**config.mk**
```make
export PLATFORM = sky130hd
export DESIGN_NAME = pmcap_top
export DESIGN_NICKNAME = d
export VERILOG_FILES = /design/src/logic/pmcap_pkg.sv /design/src/logic/pmcap_top.sv /design/src/logic/pmcap_read_mux.sv
export SDC_FILE = /design/constraint.sdc
export NUM_CORES = 1
export LEC_CHECK = 0
export BUFFER_PORTS_ARGS = -buffer_cell sky130_fd_sc_hd__buf_2
export CAP_MARGIN = 15
export CORE_AREA = 2 2 64 66
export CTS_CLUSTER_DIAMETER = 150
export DETAILED_ROUTE_END_ITERATION = 8
export DIE_AREA = 0 0 66 68
export MAX_ROUTING_LAYER = met4
export PLACE_DENSITY = 0.78
export SYNTH_ARGS = -nofsm -noshare
export SYNTH_HDL_FRONTEND = slang
export SYNTH_HIERARCHICAL = 1
export SYNTH_SLANG_ARGS = --single-unit
```
**constraint.sdc**
```tcl
create_clock -name ref_clk -period 1.8 [get_ports ref_clk]
set_clock_uncertainty 0.1 [all_clocks]
set_input_delay 0.18 -clock ref_clk [delete_from_list [all_inputs] [get_ports ref_clk]]
set_output_delay 0.18 -clock ref_clk [all_outputs]
set_load 0.01 [all_outputs]
```
**src/logic/pmcap_pkg.sv**
```systemverilog
// constants and carrier types of the power-management capability block
package pmcap_pkg;

  // ****************************************************
  // configuration-space offsets
  // ****************************************************
  localparam logic [7:0] PMCAP_CAP_ID_OFS = 8'hDC;
  localparam logic [7:0] PMCAP_NEXT_PTR_OFS = 8'hDD;
  localparam logic [7:0] PMCAP_CAP_WORD_OFS = 8'hDE;
  localparam logic [7:0] PMCAP_CTRL_WORD_OFS = 8'hE0;

  // ****************************************************
  // fixed values and field positions
  // ****************************************************
  localparam logic [7:0] PMCAP_CAP_ID_VAL = 8'h01;
  localparam logic [7:0] PMCAP_NEXT_PTR_VAL = 8'h00;
  localparam int PMCAP_WAKE_SUPPORT_LSB = 11;
  localparam logic [4:0] PMCAP_WAKE_SUPPORT_VAL = 5'h00;
  localparam int PMCAP_MID_LOW_BIT = 10;
  localparam int PMCAP_LIGHT_LOW_BIT = 9;
  localparam int PMCAP_DEV_INIT_BIT = 5;
  localparam int PMCAP_WAKE_CLK_BIT = 3;
  localparam int PMCAP_REVISION_LSB = 0;
  localparam logic [2:0] PMCAP_REVISION_VAL = 3'h2;
  localparam int PMCAP_WAKE_FLAG_BIT = 15;
  localparam int PMCAP_WAKE_EN_BIT = 8;
  localparam int PMCAP_PS_LSB = 0;
  localparam logic [1:0] PMCAP_PS_RESET = 2'h0;
  localparam logic PMCAP_FLAG_RESET = 1'b0;
  localparam int PMCAP_CTRL_LANE = 0;

  // ****************************************************
  // power states
  // ****************************************************
  typedef enum logic [1:0] {
    PMCAP_PS_FULL_ON = 2'h0,
    PMCAP_PS_RSVD1 = 2'h1,
    PMCAP_PS_RSVD2 = 2'h2,
    PMCAP_PS_HOT_OFF = 2'h3
  } pmcap_ps_e;

  // ****************************************************
  // configuration access carriers
  // ****************************************************
  typedef struct packed {
    logic valid;
    logic write;
    logic [7:0] addr;
    logic [3:0] byte_en;
    logic [31:0] wdata;
  } pmcap_cfg_req_s;

  typedef struct packed {
    logic ack;
    logic hit;
    logic [31:0] rdata;
  } pmcap_cfg_rsp_s;

endpackage

```
**src/logic/pmcap_top.sv**
```systemverilog
// power-management capability structure seen through configuration cycles
`timescale 1ns/1ps

module pmcap_top
  import pmcap_pkg::*;
(
  input wire logic ref_clk,
  input wire logic rst_b,
  input wire pmcap_pkg::pmcap_cfg_req_s cfg_req,
  output pmcap_pkg::pmcap_cfg_rsp_s cfg_rsp,
  input wire logic change_irq_enable,
  input wire logic change_flag_clear,
  output logic power_state_changed_flag,
  output logic power_state_change_irq,
  output logic [1:0] device_mode_pci_status
);
  import pmcap_pkg::*;

  // ****************************************************
  // elaboration checks
  // ****************************************************
  // the write path and the read mux both lean on this field layout
  if (PMCAP_CTRL_LANE != (PMCAP_PS_LSB / 8))
  begin : g_bad_lane
    $error("write lane must be the lane holding the power state field");
  end
  if ((PMCAP_PS_LSB % 8) + 2 > 8)
  begin : g_bad_ps
    $error("power state field must not straddle two byte lanes");
  end
  if (PMCAP_WAKE_EN_BIT < PMCAP_PS_LSB + 2)
  begin : g_bad_en
    $error("wake enable bit overlaps the power state field");
  end
  if (PMCAP_WAKE_SUPPORT_LSB + 5 > 16)
  begin : g_bad_wake
    $error("wake support field runs past the capability word");
  end
  if (PMCAP_REVISION_LSB + 3 > 16)
  begin : g_bad_rev
    $error("revision field runs past the capability word");
  end
  if ((PMCAP_CTRL_WORD_OFS[1:0] != 2'b00) || (PMCAP_CAP_ID_OFS[1:0] != 2'b00))
  begin : g_bad_ofs
    $error("decoded offsets must be dword aligned");
  end
  if (PMCAP_CAP_WORD_OFS != PMCAP_CAP_ID_OFS + 8'h02)
  begin : g_bad_cap
    $error("capability word must follow the two header bytes");
  end

  // ****************************************************
  // access sequencer
  // ****************************************************
  typedef enum logic [1:0] {
    PMCAP_ST_IDLE = 2'b01,
    PMCAP_ST_RESP = 2'b10
  } pmcap_state_e;

  pmcap_state_e state_q;
  pmcap_state_e state_d;
  pmcap_cfg_rsp_s rsp_q;
  pmcap_cfg_rsp_s rsp_d;
  logic take;
  logic mux_hit;
  logic [31:0] mux_rdata;

  // one request at a time; the answer slot gives the host a clean ack pulse
  assign take = (state_q == PMCAP_ST_IDLE) && cfg_req.valid;

  always_comb
  begin
    state_d = state_q;
    case (state_q)
      PMCAP_ST_IDLE:
      begin
        if (take)
        begin
          state_d = PMCAP_ST_RESP;
        end
      end
      PMCAP_ST_RESP:
      begin
        state_d = PMCAP_ST_IDLE;
      end
      default:
      begin
        state_d = PMCAP_ST_IDLE;
      end
    endcase
  end

  // ****************************************************
  // power state and change tracking
  // ****************************************************
  logic [1:0] ps_q;
  logic [1:0] ps_d;
  logic flag_q;
  logic flag_d;
  logic irq_q;
  logic irq_d;
  logic ctrl_write;
  logic [1:0] ps_new;
  logic ps_legal;
  logic ps_changed;
  logic ctrl_dword_sel;

  // whole-dword decode: the two low address bits never take part
  assign ctrl_dword_sel = ({cfg_req.addr[7:2], 2'b00} == PMCAP_CTRL_WORD_OFS);
  // only byte lane 0 of the control dword carries writable bits
  assign ctrl_write = take && cfg_req.write && ctrl_dword_sel
    && cfg_req.byte_en[PMCAP_CTRL_LANE];
  assign ps_new = cfg_req.wdata[PMCAP_PS_LSB +: 2];
  // reserved encodings are dropped rather than stored
  assign ps_legal = (ps_new == PMCAP_PS_FULL_ON) || (ps_new == PMCAP_PS_HOT_OFF);
  assign ps_changed = ctrl_write && ps_legal && (ps_new != ps_q);

  always_comb
  begin
    ps_d = ps_q;
    if (ctrl_write && ps_legal)
    begin
      ps_d = ps_new;
    end
  end

  always_comb
  begin
    flag_d = flag_q;
    if (change_flag_clear)
    begin
      flag_d = 1'b0;
    end
    // a change in the clearing cycle still lands
    if (ps_changed)
    begin
      flag_d = 1'b1;
    end
    irq_d = flag_d && change_irq_enable;
  end

  // ****************************************************
  // answer assembly
  // ****************************************************
  pmcap_read_mux u_read_mux (
    .addr(cfg_req.addr),
    .byte_en(cfg_req.byte_en),
    .power_state_field(ps_d),
    .hit(mux_hit),
    .rdata(mux_rdata)
  );

  always_comb
  begin
    rsp_d = '0;
    if (take)
    begin
      rsp_d.ack = 1'b1;
      rsp_d.hit = mux_hit;
      // writes return zero data; the value read shows the state after the access
      rsp_d.rdata = cfg_req.write ? 32'h00000000 : mux_rdata;
    end
  end

  // ****************************************************
  // registers
  // ****************************************************
  always_ff @(posedge ref_clk or negedge rst_b)
  begin
    if (!rst_b)
    begin
      state_q <= PMCAP_ST_IDLE;
      rsp_q <= '0;
    end
    else
    begin
      state_q <= state_d;
      rsp_q <= rsp_d;
    end
  end

  always_ff @(posedge ref_clk or negedge rst_b)
  begin
    if (!rst_b)
    begin
      ps_q <= PMCAP_PS_RESET;
    end
    else
    begin
      ps_q <= ps_d;
    end
  end

  always_ff @(posedge ref_clk or negedge rst_b)
  begin
    if (!rst_b)
    begin
      flag_q <= PMCAP_FLAG_RESET;
      irq_q <= PMCAP_FLAG_RESET;
    end
    else
    begin
      flag_q <= flag_d;
      irq_q <= irq_d;
    end
  end

  assign cfg_rsp = rsp_q;
  assign power_state_changed_flag = flag_q;
  assign power_state_change_irq = irq_q;
  assign device_mode_pci_status = ps_q;

endmodule // pmcap_top

```
**src/logic/pmcap_read_mux.sv**
```systemverilog
// read-data selection for the two capability dwords
`timescale 1ns/1ps

module pmcap_read_mux
  import pmcap_pkg::*;
(
  input wire logic [7:0] addr,
  input wire logic [3:0] byte_en,
  input wire logic [1:0] power_state_field,
  output logic hit,
  output logic [31:0] rdata
);
  import pmcap_pkg::*;

  logic [15:0] cap_word;
  logic [15:0] ctrl_word;
  logic [31:0] raw;

  always_comb
  begin
    cap_word = 16'h0000;
    cap_word[PMCAP_WAKE_SUPPORT_LSB +: 5] = PMCAP_WAKE_SUPPORT_VAL;
    cap_word[PMCAP_MID_LOW_BIT] = 1'b0;
    cap_word[PMCAP_LIGHT_LOW_BIT] = 1'b0;
    cap_word[PMCAP_DEV_INIT_BIT] = 1'b0;
    cap_word[PMCAP_WAKE_CLK_BIT] = 1'b0;
    cap_word[PMCAP_REVISION_LSB +: 3] = PMCAP_REVISION_VAL;
    ctrl_word = 16'h0000;
    ctrl_word[PMCAP_WAKE_FLAG_BIT] = 1'b0;
    ctrl_word[PMCAP_WAKE_EN_BIT] = 1'b0;
    ctrl_word[PMCAP_PS_LSB +: 2] = power_state_field;
    raw = 32'h00000000;
    hit = 1'b0;
    case ({addr[7:2], 2'b00})
      PMCAP_CAP_ID_OFS:
      begin
        raw = {cap_word, PMCAP_NEXT_PTR_VAL, PMCAP_CAP_ID_VAL};
        hit = 1'b1;
      end
      PMCAP_CTRL_WORD_OFS:
      begin
        raw = {16'h0000, ctrl_word};
        hit = 1'b1;
      end
      default:
      begin
        raw = 32'h00000000;
        hit = 1'b0;
      end
    endcase
  end

  // unselected lanes read zero so a narrow read never shows stale neighbours
  for (genvar lane = 0; lane < 4; lane++)
  begin : g_lane
    assign rdata[lane*8 +: 8] = byte_en[lane] ? raw[lane*8 +: 8] : 8'h00;
  end

endmodule // pmcap_read_mux

```
Yosys cells after proc, flatten, opt, wreduce, memory -nomap -nowiden --
Cells that the tools add are included.
Word-level totals: output and inout port bits 38, input bits 50, word-level logic and storage cells 35, register bits after elaboration 40
Cells by class: reduce and logical (&&, ||, !) cells 10, multiplexer cells 12, equal/unequal tests 6
Operators with widths (count):
- $pmux 18 s2 | 1
- $mux 34 | 1
- $mux 32 | 1
- $mux 8 | 2
- $eq 6x6->1 const B | 2
- $mux 2 | 4
- $logic_and 1x1->1 | 7
- $mux 1 | 3
- $eq 2x1->1 const B | 1
- $eq 2x2->1 const B | 1
- $logic_not 2->1 | 1
- $ne 2x2->1 | 1
- $ne 2x2->1 const B | 1
- $reduce_or 2->1 | 1
- $logic_or 1x1->1 | 1

Longest topological paths before layout --
depth after elaboration 11, depth in mapped cells 7, depth with buffers taken out 7

By module --
Netlist, hierarchy kept.
Modules (own cells, without submodules):
- pmcap_top | cells an instance 94, times used 1, seq. area each 1002.2 um2, area an instance 1363.8 um2
- pmcap_read_mux | cells an instance 41, times used 1, seq. area each 0.0 um2, area an instance 295.3 um2

Worst setup path after synthesis --
No wires, ideal clock.
path type register -> register, from register state_q[0], to register rsp_q, in the netlist cfg_rsp[0], path buffers 0, period minus slack after synthesis 1.584 ns, stages on the path, launching flop included 8, setup time 0.119 ns, data required time 1.581 ns, arrival 1.365 ns, setup slack 0.216 ns, cells stage by stage dfstp_2 > nand3b_4 > inv_2 > nand4_1 > mux2_2 > nand2_1 > o32ai_2 > and2_1
RTL lines:
- start, declared | line pmcap_top.sv:60 | pmcap_state_e state_q;
- start signal, assigned | line pmcap_top.sv:177 | state_q <= state_d;
- end signal, assigned | line pmcap_top.sv:178 | rsp_q <= rsp_d;
- end, declared | line pmcap_top.sv:62 | pmcap_cfg_rsp_s rsp_q;

==> results by group <==
Run status
  – Status: finished, final reports clean

Power
  – Peak VDD IR: 0.447 mV
  – Combinational share of power: 8.9%
  – Power Total: 1.72 mW
  – Leakage power: roughly 1.2 nW
  – Sequential share of power: around 55%
  – Clock power share: 36.3%
  – Psw: roughly 0.38 mW
  – Int Power: roughly 1.3 mW
  – PD cells: between 800 and 900 mW/mm2
  – Switch share: about 22%

Clock tree
  – Worst-Skew Late Latency: between 0.2 and 0.3 ns
  – Reg clk slew, reported paths: approximately 0.080 ns
  – CTS buffer count: 5
  – CTS tree: yes
  – Sinks on Clock Net: 40
  – Max clock buf depth: 2
  – Max H-tree Level: 2
  – Root Driver: clkbuf_8

Job
  – Max-cap violations: 0

Floorplanning
  – Row count: 23
  – Top-Level Pins: between 80 and 90
  – Die height: roughly 70 um
  – Core ar.: 0.00386 mm2
  – Die X: between 60 and 70 um
  – Die area: about 0.0045 mm2
  – Starting Density: roughly 43%

Logic synthesis
  – Synth warnings: 6
  – Synth Area per Inst: ~12 um2
  – Async set or reset register ratio after synthesis: between 90% and 100%
  – Most frequent cell after synthesis: dfrtp_1
  – Seq/Total Area, Yosys: about three fifths
  – Yosys top cell by area: dfrtp_1
  – Post-synth top cells: dfrtp_1 (39), and2_1 (33), buf_4 (29)
  – Top_reg_cell synth: dfrtp_1
  – Distinct cells, synth: 27
  – Syn Inst Count: around 140
  – Post-Syn Area: 0.00166 mm2
  – Share of the synthesized area in the top cell type: between 50% and 60%
  – Synth top area cells: dfrtp_1 (59%), buf_4 (13%), and2_1 (12%)
  – Yosys reg bits: 40
  – Post-synth EDFFs: 0

GRT
  – Pin count of the biggest net entering global routing: 41
  – Gr usage total: between 10% and 20%
  – Initial antenna violation count: 0
  – Vias in the first global route: 920
  – Gr ovfl total: 0
  – First-pass GRT wire length: ~4.0 mm

Routing
  – Vias per cell: 3.95
  – Detail Route Antenna Nets: 0
  – DR vias: approximately 1000
  – DR DRC count: 0
  – Final WL: between 2 and 3 mm
  – Drt initial violations: 27
  – Iteration count of the initial detailed-routing pass: 4
  – Wire per inst: approximately 10 um

Finish
  – Fraction of layout cells with a size suffix above 1: roughly 37%
  – Final nets: 247
  – Diodes inserted: 0
  – Design Area, Final: 0.00201 mm2
  – Area growth syn-to-layout: 21.2%

Critical path
  – R2R setup slack: between 0.07 and 0.08 ns
  – CP endpoint kind: flop
  – Startpoint Class: flop
  – Arr. time, crit path: 1.80 ns
  – Critical path class: reg -> reg
  – Worst-path fanout max: 4
  – WP data required: approximately 1.9 ns

STA
  – # setup viols final: 0
  – Setup TNS: 0 ns
  – Hold slack: 0.00916 ns
  – Max frequency: between 500 and 600 MHz
  – Final Max Slew Viols: 0
  – RSZ-0062 raised after global routing: no
  – Tcrit/Tclk final: between 90% and 100%
  – Shortest period the worst path allows: roughly 1.7 ns
  – Hold Fails Final Rpt: 0
  – Final worst slack: ~0.074 ns

Placement
  – Placed cell area: 0.00188 mm2
  – Port bufs: 53
  – Final GP Congestion: between 0.7 and 0.8
  – Setup WS pre-CTS: 0.103 ns
  – DP Wirelength: approximately 1.9 mm

Hold path
  – Worst Hold Class: in -> reg
-- stage by stage --
step	std cells	util [%]
5_1_grt	247	52.1
6_report	247	52.1
2_1_floorplan	163	-
4_1_cts	246	51.8
3_5_place_dp	237	48.8
3_3_place_gp	237	48.8
-- sequential cells by signal, summed over array words and instances, names as in the netlist --
signal	count
cfg_rsp	34
device_mode_pci_status	2
state_q	2
power_state_change_irq	1
power_state_changed_flag	1
-- area by class of cell --
cell class	instances	area [um2]
clock buffer	7	96.3
multi-input combinational	87	519
tap	50	62.6
sequential	40	1000
fill	346	1850
timing repair buffer	59	315
inverter	4	15.0
-- power by group through the flow --
stage | clock [mW] | sequential [mW] | combinational (mW)
detailed placement | 0 | 0.961 | 0.150
CTS | 0.646 | 0.943 | 0.154
global route | 0.686 | 0.945 | 0.175
floorplan | 0 | 0.977 | 0.0976
global placement | 0 | 0.958 | 0.147
finish | 0.624 | 0.942 | 0.153
-- placed cells by master (no fill, tap or decap) --
| master | Yosys | final |
|---|---|---|
| inv_2 | 1 | 1 |
| nand4b_1 | 1 | 1 |
| buf_4 | 29 | 4 |
| o22ai_1 | 1 | 1 |
| buf_2 | 0 | 53 |
| nor4b_2 | 1 | 1 |
| o21ai_0 | 2 | 2 |
| dlygate4sd3_1 | 0 | 2 |
| nand3_1 | 2 | 2 |
| mux2_4 | 0 | 1 |
| and2_1 | 33 | 33 |
| clkbuf_8 | 0 | 7 |
| nand2_1 | 2 | 2 |
| nand4_1 | 1 | 1 |
| or4b_4 | 1 | 1 |
| and4_1 | 1 | 1 |
| xnor2_1 | 1 | 1 |
| xor2_1 | 2 | 2 |
| nor2_1 | 3 | 3 |
| nand3b_1 | 1 | 1 |
| dfstp_2 | 1 | 1 |
| conb_1 | 1 | 29 |
| o32ai_2 | 1 | 1 |
| mux2_2 | 2 | 1 |
| inv_1 | 3 | 3 |
| nor3_1 | 1 | 1 |
| dfrtp_1 | 39 | 39 |
| nand3b_4 | 1 | 1 |
| a21oi_1 | 1 | 1 |
-- metal layers --
| layer | vias up | routed length (um) | global-route usage (%) | share of wire [%] |
|---|---|---|---|---|
| met1 | 453 | 1020 | 12.7 | 39 |
| met2 | 33 | 1430 | 23.2 | 56 |
| met4 | 0 | 3 | 5.36 | 0.12 |
| met5 | - | 0 | - | 0 |
| li1 | 488 | - | - | - |
| met3 | 2 | 125 | 4.93 | 4.8 |
-- worst max-delay path, stage by stage, from the launching register on --
cell and delay (ns):
dfstp_2 0.55, nand3b_4 0.09, inv_2 0.07, nand4_1 0.16
mux2_4 0.35, nand2_1 0.08, o32ai_2 0.07, and2_1 0.14
-- final timing paths --
path / from / cells after the start / to
setup / recovery: state_q[0] / 7 / cfg_rsp[0]
setup reg to reg: state_q[0] / 7 / cfg_rsp[0]
hold reg to reg: state_q[0] / 1 / state_q[0]
min in group asynchronous: rst_b / 3 / power_state_change_irq
hold / removal: cfg_req[45] / 2 / state_q[0]
max in group asynchronous: rst_b / 3 / state_q[0]
-- kinds of logic (layout without fill, tap and decap cells) --
group | count (synthesis) | in the layout | synth area share (%)
AO/OA/AOI/OAI | 5 | 5 | 2.26
XOR/XNOR | 3 | 3 | 1.58
buffers and inverters | 36 | 70 | 14.9
flip-flops | 40 | 40 | 60.4
multiplexers | 2 | 2 | 1.36
other | 1 | 29 | 0.226
AND/OR/NAND/NOR | 48 | 48 | 19.3
-- repair_timing --
| action | 4_1_cts | 5_1_grt |
|---|---|---|
| endpoints found under the hold margin | 40 | 0 |
| setup endpoints to repair | 0 | 1 |
| setup buffers | 0 | 1 |
| resized for setup | 0 | 1 |
| hold buffers | 2 | 0 |
(Power assumes the default switching activity.)
